--- config.mk ---
export PLATFORM = sky130hd
export DESIGN_NAME = clvcp_top
export DESIGN_NICKNAME = d
export VERILOG_FILES = /design/src/rtl/clvcp_pkg.sv /design/src/rtl/clvcp_div.sv /design/src/rtl/clvcp_top.sv
export VERILOG_INCLUDE_DIRS = /design/src /design/src/rtl
export SDC_FILE = /design/constraint.sdc
export NUM_CORES = 2
export LEC_CHECK = 0
export BUFFER_PORTS_ARGS = -buffer_cell sky130_fd_sc_hd__buf_4
export CAP_MARGIN = 40
export CORE_MARGIN = 4
export CORE_UTILIZATION = 57
export CTS_CLUSTER_DIAMETER = 30
export DETAILED_ROUTE_END_ITERATION = 8
export PLACE_DENSITY = 0.86
export SLEW_MARGIN = 0
export SYNTH_ARGS = -nofsm -noshare
export SYNTH_HDL_FRONTEND = slang
export SYNTH_HIERARCHICAL = 1
export SYNTH_SLANG_ARGS = --single-unit
--- constraint.sdc ---
create_clock -name clk_sys_i -period 9.8 [get_ports clk_sys_i]
set_input_delay 0.49 -clock clk_sys_i [delete_from_list [all_inputs] [get_ports clk_sys_i]]
set_output_delay 0.49 -clock clk_sys_i [all_outputs]
set_load 0.01 [all_outputs]
--- src/rtl/clvcp_params.svh ---
`ifndef CLVCP_PARAMS_SVH
`define CLVCP_PARAMS_SVH

// Timing base
`define CLVCP_CLK_MHZ   10
`define CLVCP_MS_US     1000
`define CLVCP_DT_MS     3'h5
`define CLVCP_NPER      6
`define CLVCP_NTYPE     6

// Loop constants
`define CLVCP_P_GAIN    16'h07D0
`define CLVCP_DIV_STEPS 6'h28

// Coil drive frequency window and reset value
`define CLVCP_FMIN_HZ   16'h0028
`define CLVCP_FMAX_HZ   16'h0190
`define CLVCP_FRST_HZ   16'h0096

// Feedback input types
`define CLVCP_T_V5      3'h0
`define CLVCP_T_V10     3'h1
`define CLVCP_T_MA20    3'h2
`define CLVCP_T_OHM     3'h3
`define CLVCP_T_PWM     3'h4
`define CLVCP_T_FREQ    3'h5

// Input bias choices
`define CLVCP_BIAS_UP   2'h0
`define CLVCP_BIAS_CTR  2'h1
`define CLVCP_BIAS_DN   2'h2

`endif

--- src/rtl/clvcp_pkg.sv ---
`default_nettype none
`include "clvcp_params.svh"

package clvcp_pkg;

   typedef logic signed [39:0] clvcp_wide_t;

   typedef struct packed {
      logic [15:0] dur_ms;
      logic [15:0] level_ma;
   } clvcp_period_s;

   typedef clvcp_period_s [`CLVCP_NPER-1:0] clvcp_prof_t;

   typedef struct packed {
      logic [2:0]  in_type;
      logic [1:0]  bias;
      logic [15:0] max_lim;
      logic [15:0] min_lim;
      logic [15:0] err_ms;
   } clvcp_lim_s;

   typedef struct packed {
      logic [15:0] target_value;
      logic [15:0] band;
      logic [15:0] int_ms;
      logic [15:0] der_ms;
      logic [15:0] windup_ma;
      logic [15:0] integral_freeze_threshold;
   } clvcp_pid_s;

   typedef enum logic [2:0] {
      ST_START, ST_PROF, ST_RAMP, ST_WAIT, ST_DP, ST_DI, ST_DD, ST_SUM
   } clvcp_state_e;

endpackage : clvcp_pkg

`default_nettype wire

--- src/rtl/clvcp_div.sv ---
`timescale 1ns/100ps
`default_nettype none
`include "clvcp_params.svh"

module clvcp_div
   import clvcp_pkg::*;
(
   input  wire logic        clk_sys_i,
   input  wire logic        rst_n_i,
   input  wire logic        start_i,
   input  wire clvcp_wide_t dividend_i,
   input  wire logic [15:0] divisor_i,
   output var  logic        done_o,
   output var  clvcp_wide_t quot_o
);

   // Restoring divider, one quotient bit per clock
   logic [39:0] num_reg;
   logic [16:0] rem_reg;
   logic [15:0] dsr_reg;
   logic        neg_reg;
   logic        run_reg;
   logic [5:0]  cnt_reg;

   wire logic [16:0] shf   = {rem_reg[15:0], num_reg[39]};
   wire logic        fit   = shf >= {1'b0, dsr_reg};
   wire logic [16:0] rem_n = fit ? shf - {1'b0, dsr_reg} : shf;
   wire logic [39:0] mag   = dividend_i[39] ? 40'(-dividend_i) : 40'(dividend_i);

   always_ff @(posedge clk_sys_i or negedge rst_n_i) begin
      if (!rst_n_i) begin
         num_reg <= 40'h00_0000_0000;
         rem_reg <= 17'h0_0000;
         dsr_reg <= 16'h0000;
         neg_reg <= 1'b0;
         run_reg <= 1'b0;
         cnt_reg <= 6'h00;
         done_o  <= 1'b0;
      end else begin
         done_o <= run_reg && cnt_reg == 6'h01;
         if (start_i) begin
            num_reg <= mag;
            rem_reg <= 17'h0_0000;
            dsr_reg <= divisor_i;
            neg_reg <= dividend_i[39];
            run_reg <= 1'b1;
            cnt_reg <= `CLVCP_DIV_STEPS;
         end else if (run_reg) begin
            num_reg <= {num_reg[38:0], fit};
            rem_reg <= rem_n;
            cnt_reg <= cnt_reg - 6'h01;
            run_reg <= cnt_reg != 6'h01;
         end
      end
   end

   // Divisor of zero yields junk; callers gate it
   assign quot_o = neg_reg ? clvcp_wide_t'(-num_reg) : clvcp_wide_t'(num_reg);

endmodule : clvcp_div

`default_nettype wire

--- src/rtl/clvcp_top.sv ---
`timescale 1ns/100ps
`default_nettype none
`include "clvcp_params.svh"

// Notes on behaviour
// [RULE1] Feedback above maximum for the error time latches an input fault.
// [RULE2] Feedback below minimum for the error time faults, only after startup.
// [RULE3] Violations that recover inside the error time leave no fault.
// [RULE4] Input type picks one of six feedback sources.
// [RULE5] Pull-up or pull-down bias acts only for pulse-width and frequency inputs.
// [RULE6] After reset the current timing profile runs before regulation.
// [RULE7] All period durations zero skips straight to regulation.
// [RULE8] Six ordered periods, each driving its level for its duration.
// [RULE9] A level change ramps linearly across the new period.
// [RULE10] Profile end hands the output to the loop.
// [RULE11] Error is target minus measured feedback, signed.
// [RULE12] Proportional term is 2000 times error over band; band zero gives zero.
// [RULE13] Every 5 ms integral adds error times 5 over integral time.
// [RULE14] Derivative uses error change and previous term; zero time gives zero.
// [RULE15] Integral stops accumulating once output reaches the windup guard.
// [RULE16] Output is term sum clamped between zero and windup guard.
// [RULE17] Integral freezes while absolute error is below the hold threshold.
// [RULE18] Drive frequency accepted only between 40 and 400 Hz.
// [RULE19] Windup guard should be set at or below 3000 mA by the user.
// [RULE20] An input fault forces coil current to zero until reset.
module clvcp_top
   import clvcp_pkg::*;
#(
   parameter int MS_CYCLES = `CLVCP_MS_US * `CLVCP_CLK_MHZ
)(
   input  wire logic        clk_sys_i,
   input  wire logic        rst_n_i,
   input  wire logic [15:0] measured_value_i,
   input  wire clvcp_lim_s  lim_i,
   input  wire clvcp_pid_s  pid_i,
   input  wire clvcp_prof_t prof_i,
   input  wire logic [15:0] out_freq_i,
   output var  logic [15:0] coil_ma_o,
   output var  logic        fault_o,
   output var  logic        pid_active_o,
   output var  logic [15:0] freq_hz_o,
   output var  logic        freq_rej_o,
   output var  logic [5:0]  src_en_o,
   output var  logic        pull_up_o,
   output var  logic        pull_down_o
);

   // Feedback arrives from the sensor domain; word may tear for a cycle
   logic [15:0]  meas_s1_reg;
   logic [15:0]  meas_reg;
   logic [15:0]  ms_cnt_reg;
   logic         ms_tick_reg;
   logic [2:0]   dt_cnt_reg;
   logic [15:0]  hi_cnt_reg;
   logic [15:0]  lo_cnt_reg;
   logic         fault_reg;
   clvcp_state_e state_reg;
   logic [2:0]   idx_reg;
   logic [15:0]  elap_reg;
   logic [15:0]  prev_reg;
   logic [15:0]  drive_reg;
   logic signed [16:0] e_reg;
   logic signed [16:0] eprev_reg;
   clvcp_wide_t  p_reg;
   clvcp_wide_t  i_reg;
   clvcp_wide_t  d_reg;
   logic         div_go_reg;
   clvcp_wide_t  div_num_reg;
   logic [15:0]  div_den_reg;
   logic         div_done;
   clvcp_wide_t  div_q;

   always_ff @(posedge clk_sys_i or negedge rst_n_i) begin
      if (!rst_n_i) begin
         meas_s1_reg <= 16'h0000;
         meas_reg    <= 16'h0000;
      end else begin
         meas_s1_reg <= measured_value_i;
         meas_reg    <= meas_s1_reg;
      end
   end

   // Millisecond and loop-period ticks
   wire logic ms_wrap = ms_cnt_reg == 16'(MS_CYCLES - 1);
   wire logic dt_tick = ms_tick_reg && dt_cnt_reg == `CLVCP_DT_MS - 3'h1;

   always_ff @(posedge clk_sys_i or negedge rst_n_i) begin
      if (!rst_n_i) begin
         ms_cnt_reg  <= 16'h0000;
         ms_tick_reg <= 1'b0;
         dt_cnt_reg  <= 3'h0;
      end else begin
         ms_cnt_reg  <= ms_wrap ? 16'h0000 : ms_cnt_reg + 16'h0001;
         ms_tick_reg <= ms_wrap;
         if (ms_tick_reg) begin
            dt_cnt_reg <= dt_tick ? 3'h0 : dt_cnt_reg + 3'h1;
         end
      end
   end

   // Input supervision
   wire logic above  = meas_reg > lim_i.max_lim;
   wire logic below  = meas_reg < lim_i.min_lim && pid_active_o;
   wire logic hi_trip = above && hi_cnt_reg >= lim_i.err_ms;
   wire logic lo_trip = below && lo_cnt_reg >= lim_i.err_ms;

   always_ff @(posedge clk_sys_i or negedge rst_n_i) begin
      if (!rst_n_i) begin
         hi_cnt_reg <= 16'h0000;
         lo_cnt_reg <= 16'h0000;
         fault_reg  <= 1'b0;
      end else begin
         if (!above) begin
            hi_cnt_reg <= 16'h0000; // see [RULE3]
         end else if (ms_tick_reg && hi_cnt_reg != 16'hFFFF) begin
            hi_cnt_reg <= hi_cnt_reg + 16'h0001;
         end
         if (!below) begin
            lo_cnt_reg <= 16'h0000; // see [RULE2]
         end else if (ms_tick_reg && lo_cnt_reg != 16'hFFFF) begin
            lo_cnt_reg <= lo_cnt_reg + 16'h0001;
         end
         fault_reg <= fault_reg || hi_trip || lo_trip; // see [RULE1] see [RULE2]
      end
   end

   // Source select and bias
   logic [5:0] src_w;
   logic [`CLVCP_NPER-1:0] dz_w;
   genvar gi;
   for (gi = 0; gi < `CLVCP_NTYPE; gi++) begin : g_src
      assign src_w[gi] = lim_i.in_type == 3'(gi); // see [RULE4]
   end
   for (gi = 0; gi < `CLVCP_NPER; gi++) begin : g_dz
      assign dz_w[gi] = prof_i[gi].dur_ms == 16'h0000;
   end
   wire logic digi_in  = lim_i.in_type == `CLVCP_T_PWM || lim_i.in_type == `CLVCP_T_FREQ;
   wire logic bias_up  = digi_in && lim_i.bias == `CLVCP_BIAS_UP; // see [RULE5]
   wire logic bias_dn  = digi_in && lim_i.bias == `CLVCP_BIAS_DN;
   wire logic freq_ok  = out_freq_i >= `CLVCP_FMIN_HZ && out_freq_i <= `CLVCP_FMAX_HZ;
   wire logic all_zero = &dz_w;

   // Profile arithmetic
   wire clvcp_period_s cur = prof_i[idx_reg];
   wire logic [15:0] elap_next = elap_reg + 16'h0001;
   wire logic signed [16:0] lvl_diff = $signed({1'b0, cur.level_ma}) - $signed({1'b0, prev_reg});
   wire clvcp_wide_t ramp_num = clvcp_wide_t'(lvl_diff) * clvcp_wide_t'({1'b0, elap_next});
   wire logic per_end = cur.dur_ms == 16'h0000 || (ms_tick_reg && elap_next >= cur.dur_ms);
   wire logic last_per = idx_reg == 3'(`CLVCP_NPER - 1);

   // Loop arithmetic
   wire logic signed [16:0] err = $signed({1'b0, pid_i.target_value}) - $signed({1'b0, meas_reg});
   wire logic [16:0] abs_e  = e_reg[16] ? 17'(-e_reg) : 17'(e_reg);
   wire logic hold   = abs_e < {1'b0, pid_i.integral_freeze_threshold};
   wire logic wound  = drive_reg >= pid_i.windup_ma;
   wire logic signed [17:0] de = 18'(e_reg) - 18'(eprev_reg);
   wire clvcp_wide_t pid_sum = p_reg + i_reg + d_reg;
   wire clvcp_wide_t wind_w  = clvcp_wide_t'(pid_i.windup_ma);
   wire logic [15:0] pid_sat = pid_sum[39] ? 16'h0000 : (pid_sum > wind_w ? pid_i.windup_ma : pid_sum[15:0]);

   clvcp_div u_div (
      .clk_sys_i  (clk_sys_i),
      .rst_n_i    (rst_n_i),
      .start_i    (div_go_reg),
      .dividend_i (div_num_reg),
      .divisor_i  (div_den_reg),
      .done_o     (div_done),
      .quot_o     (div_q)
   );

   always_ff @(posedge clk_sys_i or negedge rst_n_i) begin
      if (!rst_n_i) begin
         state_reg    <= ST_START;
         idx_reg      <= 3'h0;
         elap_reg     <= 16'h0000;
         prev_reg     <= 16'h0000;
         drive_reg    <= 16'h0000;
         pid_active_o <= 1'b0;
         e_reg        <= 17'h0_0000;
         eprev_reg    <= 17'h0_0000;
         p_reg        <= 40'h00_0000_0000;
         i_reg        <= 40'h00_0000_0000;
         d_reg        <= 40'h00_0000_0000;
         div_go_reg   <= 1'b0;
         div_num_reg  <= 40'h00_0000_0000;
         div_den_reg  <= 16'h0000;
      end else begin
         div_go_reg <= 1'b0;
         case (state_reg)
            ST_START: begin
               prev_reg  <= prof_i[0].level_ma;
               drive_reg <= prof_i[0].level_ma;
               if (all_zero) begin
                  pid_active_o <= 1'b1; // see [RULE7]
                  state_reg    <= ST_WAIT;
               end else begin
                  state_reg <= ST_PROF; // see [RULE6]
               end
            end
            ST_PROF: begin
               if (per_end) begin
                  drive_reg <= cur.level_ma; // see [RULE8]
                  prev_reg  <= cur.level_ma;
                  elap_reg  <= 16'h0000;
                  if (last_per) begin
                     pid_active_o <= 1'b1; // see [RULE10]
                     state_reg    <= ST_WAIT;
                  end else begin
                     idx_reg <= idx_reg + 3'h1;
                  end
               end else if (ms_tick_reg) begin
                  elap_reg    <= elap_next;
                  div_num_reg <= ramp_num; // see [RULE9]
                  div_den_reg <= cur.dur_ms;
                  div_go_reg  <= 1'b1;
                  state_reg   <= ST_RAMP;
               end
            end
            ST_RAMP: begin
               if (div_done) begin
                  drive_reg <= 16'(clvcp_wide_t'({1'b0, prev_reg}) + div_q); // see [RULE9]
                  state_reg <= ST_PROF;
               end
            end
            ST_WAIT: begin
               if (dt_tick) begin
                  e_reg       <= err; // see [RULE11]
                  div_num_reg <= clvcp_wide_t'(err) * clvcp_wide_t'(`CLVCP_P_GAIN);
                  div_den_reg <= pid_i.band;
                  div_go_reg  <= 1'b1;
                  state_reg   <= ST_DP;
               end
            end
            ST_DP: begin
               if (div_done) begin
                  p_reg       <= pid_i.band == 16'h0000 ? 40'h00_0000_0000 : div_q; // see [RULE12]
                  div_num_reg <= clvcp_wide_t'(e_reg) * clvcp_wide_t'(`CLVCP_DT_MS);
                  div_den_reg <= pid_i.int_ms;
                  div_go_reg  <= 1'b1;
                  state_reg   <= ST_DI;
               end
            end
            ST_DI: begin
               if (div_done) begin
                  if (pid_i.int_ms == 16'h0000) begin
                     i_reg <= 40'h00_0000_0000; // see [RULE13]
                  end else if (!hold && !wound) begin
                     i_reg <= i_reg + div_q; // see [RULE13] see [RULE15] see [RULE17]
                  end
                  div_num_reg <= d_reg;
                  div_den_reg <= pid_i.der_ms;
                  div_go_reg  <= 1'b1;
                  state_reg   <= ST_DD;
               end
            end
            ST_DD: begin
               if (div_done) begin
                  d_reg     <= pid_i.der_ms == 16'h0000 ? 40'h00_0000_0000
                               : d_reg + clvcp_wide_t'(de) - div_q; // see [RULE14]
                  eprev_reg <= e_reg; // see [RULE14]
                  state_reg <= ST_SUM;
               end
            end
            ST_SUM: begin
               drive_reg <= pid_sat; // see [RULE16]
               state_reg <= ST_WAIT;
            end
            default: begin
               state_reg <= ST_START;
            end
         endcase
      end
   end

   // Output flops
   always_ff @(posedge clk_sys_i or negedge rst_n_i) begin
      if (!rst_n_i) begin
         coil_ma_o   <= 16'h0000;
         fault_o     <= 1'b0;
         freq_hz_o   <= `CLVCP_FRST_HZ;
         freq_rej_o  <= 1'b0;
         src_en_o    <= 6'h00;
         pull_up_o   <= 1'b0;
         pull_down_o <= 1'b0;
      end else begin
         coil_ma_o   <= fault_reg ? 16'h0000 : drive_reg; // see [RULE20]
         fault_o     <= fault_reg;
         freq_rej_o  <= !freq_ok;
         src_en_o    <= src_w;
         pull_up_o   <= bias_up;
         pull_down_o <= bias_dn;
         if (freq_ok) begin
            freq_hz_o <= out_freq_i; // see [RULE18]
         end
      end
   end

   property p_hi_fault;
      @(posedge clk_sys_i) disable iff (!rst_n_i)
      hi_trip |=> fault_reg;
   endproperty
   a_hi_fault: assert property (p_hi_fault) else $error("high limit did not fault"); // see [RULE1]

   property p_lo_gate;
      @(posedge clk_sys_i) disable iff (!rst_n_i)
      !pid_active_o |-> lo_cnt_reg == 16'h0000;
   endproperty
   a_lo_gate: assert property (p_lo_gate) else $error("low timer ran in startup"); // see [RULE2]

   property p_grace;
      @(posedge clk_sys_i) disable iff (!rst_n_i)
      $rose(fault_reg) |-> $past(hi_cnt_reg) >= $past(lim_i.err_ms) || $past(lo_cnt_reg) >= $past(lim_i.err_ms);
   endproperty
   a_grace: assert property (p_grace) else $error("fault before error time"); // see [RULE3]

   property p_bias;
      @(posedge clk_sys_i) disable iff (!rst_n_i)
      (pull_up_o || pull_down_o) |-> $past(digi_in) && !(pull_up_o && pull_down_o);
   endproperty
   a_bias: assert property (p_bias) else $error("bias on analog input"); // see [RULE5]

   property p_skip;
      @(posedge clk_sys_i) disable iff (!rst_n_i)
      state_reg == ST_START && all_zero |=> pid_active_o && state_reg == ST_WAIT;
   endproperty
   a_skip: assert property (p_skip) else $error("empty profile not skipped"); // see [RULE7]

   property p_prof_first;
      @(posedge clk_sys_i) disable iff (!rst_n_i)
      state_reg == ST_START && !all_zero |=> !pid_active_o ##1 !pid_active_o;
   endproperty
   a_prof_first: assert property (p_prof_first) else $error("loop before profile"); // see [RULE6]

   property p_kp0;
      @(posedge clk_sys_i) disable iff (!rst_n_i)
      state_reg == ST_DP && div_done && pid_i.band == 16'h0000 |=> p_reg == 40'h00_0000_0000;
   endproperty
   a_kp0: assert property (p_kp0) else $error("band zero term not zero"); // see [RULE12]

   property p_hold;
      @(posedge clk_sys_i) disable iff (!rst_n_i)
      state_reg == ST_DI && div_done && (hold || wound) && pid_i.int_ms != 16'h0000 |=> $stable(i_reg);
   endproperty
   a_hold: assert property (p_hold) else $error("integral moved while held"); // see [RULE17]

   property p_sat;
      @(posedge clk_sys_i) disable iff (!rst_n_i)
      state_reg == ST_SUM |=> drive_reg <= $past(pid_i.windup_ma) ##1 coil_ma_o <= $past(pid_i.windup_ma, 2);
   endproperty
   a_sat: assert property (p_sat) else $error("output above windup guard"); // see [RULE16]

   property p_fault_zero;
      @(posedge clk_sys_i) disable iff (!rst_n_i)
      fault_reg |=> coil_ma_o == 16'h0000 && fault_o;
   endproperty
   a_fault_zero: assert property (p_fault_zero) else $error("coil driven in fault"); // see [RULE20]

   property p_freq;
      @(posedge clk_sys_i) disable iff (!rst_n_i)
      freq_hz_o >= `CLVCP_FMIN_HZ && freq_hz_o <= `CLVCP_FMAX_HZ;
   endproperty
   a_freq: assert property (p_freq) else $error("drive frequency out of range"); // see [RULE18]

   property p_tick;
      @(posedge clk_sys_i) disable iff (!rst_n_i)
      state_reg == ST_WAIT && dt_tick |=> state_reg == ST_DP ##[40:44] state_reg == ST_DI;
   endproperty
   a_tick: assert property (p_tick) else $error("loop update sequence stalled"); // see [RULE13]

endmodule : clvcp_top

`default_nettype wire

Word-level counts from Yosys, hierarchy flattened
Cells that the tools add are included.
- flip-flop bits (word level): 474
- bits in latches: 0
- RAM bits: 0
- ROM bits: 0
- input port bits: 375
- output and inout port bits: 43
- logic and storage cells: 221
- memories: 0
- add/subtract/negate cells: 20
- $mul: 3
- divide/modulo/power cells: 0
- magnitude comparators: 12
- eq/ne operators: 34
- shift-type cells: 0
- mux-type cells: 64
- bitwise gates (word level): 1
- reduce and logical (&&, ||, !) cells: 51
- operators with widths (operator ; count):
    $mux 40 ; 13
    $mux 16 ; 20
    $add 40x40->40 ; 4
    $logic_not 16->1 ; 10
    $pmux 40 s4 ; 1
    $pmux 16 s4 ; 2
    $bmux 32 s3 ; 1
    $neg 40->40 ; 2
    $add 16x1->16 const B ; 4
    $ge 16x16->1 ; 4
    $gt 40x17->1 ; 1
    $sub 40x40->40 ; 1
    $mul 17x17->34 ; 1
    $sub 16x16->17 ; 2
    $mux 32 ; 1
    $ne 16x16->1 const B ; 2
    $pmux 16 s2 ; 1
    $mux 3 ; 9
    $mul 17x8->25 const B ; 1
    $eq 3x3->1 const B ; 8
    $pmux 3 s8 ; 1
    $mul 17x4->21 const B ; 1
    $sub 17x17->18 ; 1
    $ge 17x16->1 ; 1
    other kinds (40) ; 93

Depth between registers and ports, before layout
- word-level depth: 7
- depth in mapped cells: 46
- depth with buffers taken out: 42

By module
The synthesis kept the hierarchy.
- by module, submodules not included (module ; instances ; cells an instance ; area each (µm²) ; seq. area each (µm²)):
    clvcp_top ; 1 ; 5164 ; 46525.9 ; 9839.4
    clvcp_div ; 1 ; 692 ; 5997.0 ; 2026.9

Worst setup path before layout
OpenSTA, ideal clock, no wires.
- kind: flip-flop to flip-flop
- start point: register idx_reg[0]
- end point: register div_num_reg[32]
- library setup time: 0.120 ns
- arrival time: 10.454 ns
- data required time: 9.680 ns
- slack: -0.774 ns
- cell stages (with the launch flop): 42
- buffers on the path: 4
- clock period less this slack: 10.574 ns
- path through: dfrtp_1 -> buf_6 -> buf_4 -> buf_2 -> buf_1 -> mux4_2 -> nand2_1 -> o21ai_0 -> ha_1 -> a21oi_1 -> a21boi_1 -> o21ai_0 -> a21boi_1 -> o21ai_0 -> nand2b_1 -> a21o_1 -> a21o_1 -> a311oi_1 -> [... 6 more ...] -> inv_1 -> fa_1 -> fa_1 -> inv_1 -> fa_1 -> inv_1 -> ha_1 -> a21o_1 -> a2111oi_0 -> nor3_1 -> o41a_1 -> o41a_1 -> a221oi_2 -> nor2_1 -> a211oi_1 -> nand2b_1 -> o311a_1 -> a21oi_1
- cells in the longest elaborated chain, start to end: 7
- elaborated cells on any way between the ends: 13
- those cells by class: add/sub (1); mul (1); order compare (1); eq/ne (1); mux (5); reduce/logical (4)
- ends and longest elaborated chain (item ; line ; source):
    start: declaration ; clvcp_top.sv:58 ; logic [2:0] idx_reg;
    start signal: assignment ; clvcp_top.sv:209 ; idx_reg <= idx_reg + 3'h1;
    $bmux 32 s3 (*) ; clvcp_top.sv:144 ; wire clvcp_period_s cur = prof_i[idx_reg];
    $mux 32 (not written as such) (*) ; clvcp_top.sv:144 ;
    $sub 16x16->17 / $ge 16x16->1 (equally long branches) ; clvcp_top.sv:146, clvcp_top.sv:148 ;
    $mul 17x17->34 / $logic_and 1x1->1 (equally long branches) ; clvcp_top.sv:147, clvcp_top.sv:148 ;
    $mux 40 / $logic_or 1x1->1 (equally long branches) ; clvcp_top.sv:211, clvcp_top.sv:148 ;
    $mux 40 / $ne 2x2->1 (equally long branches) ; - ;
    $pmux 40 s4 / $reduce_and 6->1 (equally long branches) ; - ;
    end signal: assignment ; clvcp_top.sv:213 ; div_num_reg <= ramp_num;
    end signal: assignment ; clvcp_top.sv:228 ; div_num_reg <= clvcp_wide_t'(err) * clvcp_wide_t'(`CLVCP_P_GAIN);
    end signal: assignment ; clvcp_top.sv:237 ; div_num_reg <= clvcp_wide_t'(e_reg) * clvcp_wide_t'(`CLVCP_DT_MS);
    end: declaration ; clvcp_top.sv:68 ; clvcp_wide_t div_num_reg;
Every way passes the cells marked *; elsewhere a longest branch is shown, timed or not. The select of a mux whose other input is x is not followed.
A chain may end at the register's enable or synchronous reset.

Final worst setup path
Ends and elaborated chain as after synthesis.

==> run summary <==
================================================================================
Result of the run ................................................. complete, no violations
Register share of total power .....................................        13.9%
Worst-case setup margin in the final layout .......................     0.212 ns
Setup slack after placement .......................................    -0.229 ns
Switching fraction of total power .................................        48.2%
Number of DRC violations after detailed-routing iteration 0 .......         4876
Cell area after synthesis .........................................    52500 µm²
Maximum number of pins on one net before global-route repair ......          135
Gate power share ..................................................        63.5%
Kind of launch point of the worst setup path ......................     register
Leakage power .....................................................      30.9 nW
Routed via count divided by cell count ............................         6.24
Number of distinct library cells after synthesis ..................          100
Number of warnings reported in the yosys synthesis log ............            6
Top cells by area, synth .......................................... dfrtp_1, fa_1, ha_1
Maximum buffer depth of the clock tree ............................            3
Clock insertion delay at the later pin of the skew report .........      0.74 ns
Startpoint of the worst register-to-register path .................   idx_reg[0]
Count of H-tree levels built during CTS ...........................            3
Kind of end point of the critical path ............................     register
Least-Margin Pin Slew .............................................      1.00 ns
# Max-Cap Violations ..............................................            0
Total gr overflow .................................................            0
Final estimated routing congestion in global placement ............         1.01
Effective utilization at floorplan ................................        57.4%
Post-Route Skew ...................................................    0.0634 ns
Max Freq ..........................................................    0.104 GHz
Root buffer cell ..................................................    clkbuf_16
Number of hold violations in the final report .....................            0
Min-delay src ..................................................... out_freq_i[1]
Area share of the largest cell type after synthesis ...............        22.4%
Startpoint of the worst setup timing path .........................   idx_reg[0]
Class of the tightest hold or removal check ....................... primary input to register
Number of enable flip-flop cells after synthesis ..................            0
CTS sink cnt ......................................................          474
Clock buffers created by TritonCTS ................................          117
Floorplan core area ...............................................    91500 µm²
Final-layout fill cell count ......................................         6823
Relative contribution of the clock network to total power .........        22.6%
Most instantiated cells after synthesis ........................... inv_1, nand2_1, ha_1
Clk slew on worst S/H paths .......................................      0.05 ns
Standard-cell row count ...........................................          111
Net count of the mapped netlist ...................................         7175
Share of layout cells above drive strength 1 ......................        16.8%
GRT Total Usage ...................................................        38.0%
Top-count cell post-synth .........................................        inv_1
Crit-path most repeated cell ......................................         fa_1
Top cell type by total area after synthesis .......................      dfrtp_1
Routed wire length per instance ...................................      24.2 µm
Pwr per Cell Area .................................................   288 nW/µm²
Synth-to-Final Area Change ........................................        20.4%
Initial antenna violation count ...................................           32
Number of buffers inserted by port buffering ......................          417
Height of the die .................................................       312 µm
Die Outline Area ..................................................    97100 µm²
CTS tree ..........................................................        built
Max-slew headroom .................................................        32.5%
Number of placed I/O pins .........................................          418
Detailed Route WL .................................................       188 mm
Dpl hpwl ..........................................................       149 mm
Period utilization ................................................        97.8%
Final net count ...................................................         7761
Sequential area share after synthesis .............................        22.6%
Critical path required time .......................................     10.38 ns
Chip Width ........................................................       312 µm
Primary flip-flop cell chosen by synthesis mapping ................      dfrtp_1
Vias after detailed routing .......................................        48358
IR Drop Worst-Case VDD ............................................     0.751 mV
Delay of the slowest cell on the worst path .......................      0.51 ns
Maximum fanout along the worst path ...............................            8
Number of setup violations in the final report ....................            0
Post-layout power .................................................     0.0182 W
Internal power summed over all cells ..............................    0.00942 W
Share of async-settable or async-resettable flops after synthesis .         100%
Total count of max-transition violations in the final report ......            0
First-pass detailed-route iteration total .........................            8
Wire length of the first global-routing pass ......................       287 mm
Post-route DRC ....................................................            0
Critical path arrival .............................................     10.16 ns
Routed Antenna Nets ...............................................            0
Post-layout min period ............................................      9.59 ns
CP max stage cell .................................................      dfrtp_4
Post-Syn Area per Cell ............................................     8.97 µm²
Number of global-route vias before repair .........................        49568
Total net switching power .........................................    0.00878 W
Gate count of the mapped netlist ..................................         5856
Number of synthesized register bits ...............................          474
Crit Path Category ................................................ register to register
================================================================================
metrics by stage:
step           cell area [µm²]  cells  hold slack [ns]  TNS (ns)  util (%)
3_5_place_dp             58100   7454            0.335     -1.18      63.5
2_1_floorplan            52600   5856            0.194         0         -
6_report                 63200   7747           0.0359         0      69.1
4_1_cts                  62700   7701          0.00551         0      68.5
3_3_place_gp             57800   7426            0.333    -0.370      63.2
5_1_grt                  63200   7744           0.0208    -0.680      69.1
worst max-delay path, delay by kind of cell (launching register included):
family / cells / cell delay, ns
flops: 1 / 0.51
fa+ha+maj: 8 / 3.52
simple gates: 6 / 0.74
xor+xnor: 1 / 0.19
buf+inv: 10 / 0.94
mux: 1 / 0.47
compound gates: 13 / 3.02
kinds of logic after synthesis:
group	synth area share [%]
flip-flops	22.6
adder cells (fa/ha/maj)	28.6
other	0.00714
buffers and inverters	6.71
XOR/XNOR	6.44
multiplexers	4.10
AND/OR/NAND/NOR	14.2
AO/OA/AOI/OAI	17.4
power by group through the flow:
stage | registers [W] | clock network (W) | logic (W)
2_1_floorplan | 0.00244 | 0 | 0.00711
3_3_place_gp | 0.00252 | 0 | 0.0106
3_5_place_dp | 0.00253 | 0 | 0.0109
4_1_cts | 0.00251 | 0.00413 | 0.0111
5_1_grt | 0.00255 | 0.00425 | 0.0125
6_report | 0.00253 | 0.00412 | 0.0116
routing by layer:
metal,GRT usage [%],share of wire (%),wire [µm]
met3,11.6,11,21400
met2,60.2,45,84200
met5,0,0.031,58
met1,46.4,37,69300
met4,21.5,6.8,12700
path summary, 6_finish.rpt:
| path | endpoint | slack (ns) | depth (start not counted) |
|---|---|---|---|
| worst max-delay path | div_num_reg[32] | 0.21 | 39 |
| worst min-delay path | freq_hz_o[1] | 0.04 | 2 |
| worst max register to register | div_num_reg[32] | 0.21 | 39 |
| worst min register to register | meas_reg[14] | 0.35 | 0 |
| max in group asynchronous | freq_hz_o[2] | 7.24 | 5 |
| min in group asynchronous | lo_cnt_reg[0] | 0.46 | 2 |
cell usage in the layout (no fill, tap or decap), types with 70 or more instances in the layout:
cell type  instances
nand3_1           70
inv_1            699
nor2_1           430
o21ai_0          321
nor3_1            84
a21o_1           146
nand2b_1          88
o31ai_1          103
a21oi_1          289
xor2_1           132
mux2i_1           88
ha_1             511
xnor2_1          248
nand2_1          526
dfrtp_1          465
clkbuf_16        117
fa_1             426
nor2b_1           85
buf_4            638
layout make-up:
type | count | area [µm²] | share of cell area (%)
Antenna cell | 17 | 42.5 | 0.0673
Timing Repair Buffer | 684 | 5340 | 8.44
Clock inverter | 83 | 1110 | 1.76
Multi-Input combinational cell | 4459 | 37600 | 59.4
Sequential cell | 474 | 11900 | 18.8
Inverter | 706 | 2650 | 4.20
Clock buffer | 138 | 3130 | 4.95
Tap cell | 1186 | 1480 | 2.35
repair_timing:
item / in CTS / in global routing
resized for setup: 11 / 60
setup endpoints to repair: 11 / 20
hold endpoints to repair: 136 / 0
pin swaps: 6 / 49
hold buffers: 22 / 0
setup buffers: 4 / 27
No activity file was read; power rests on OpenSTA's default activity.
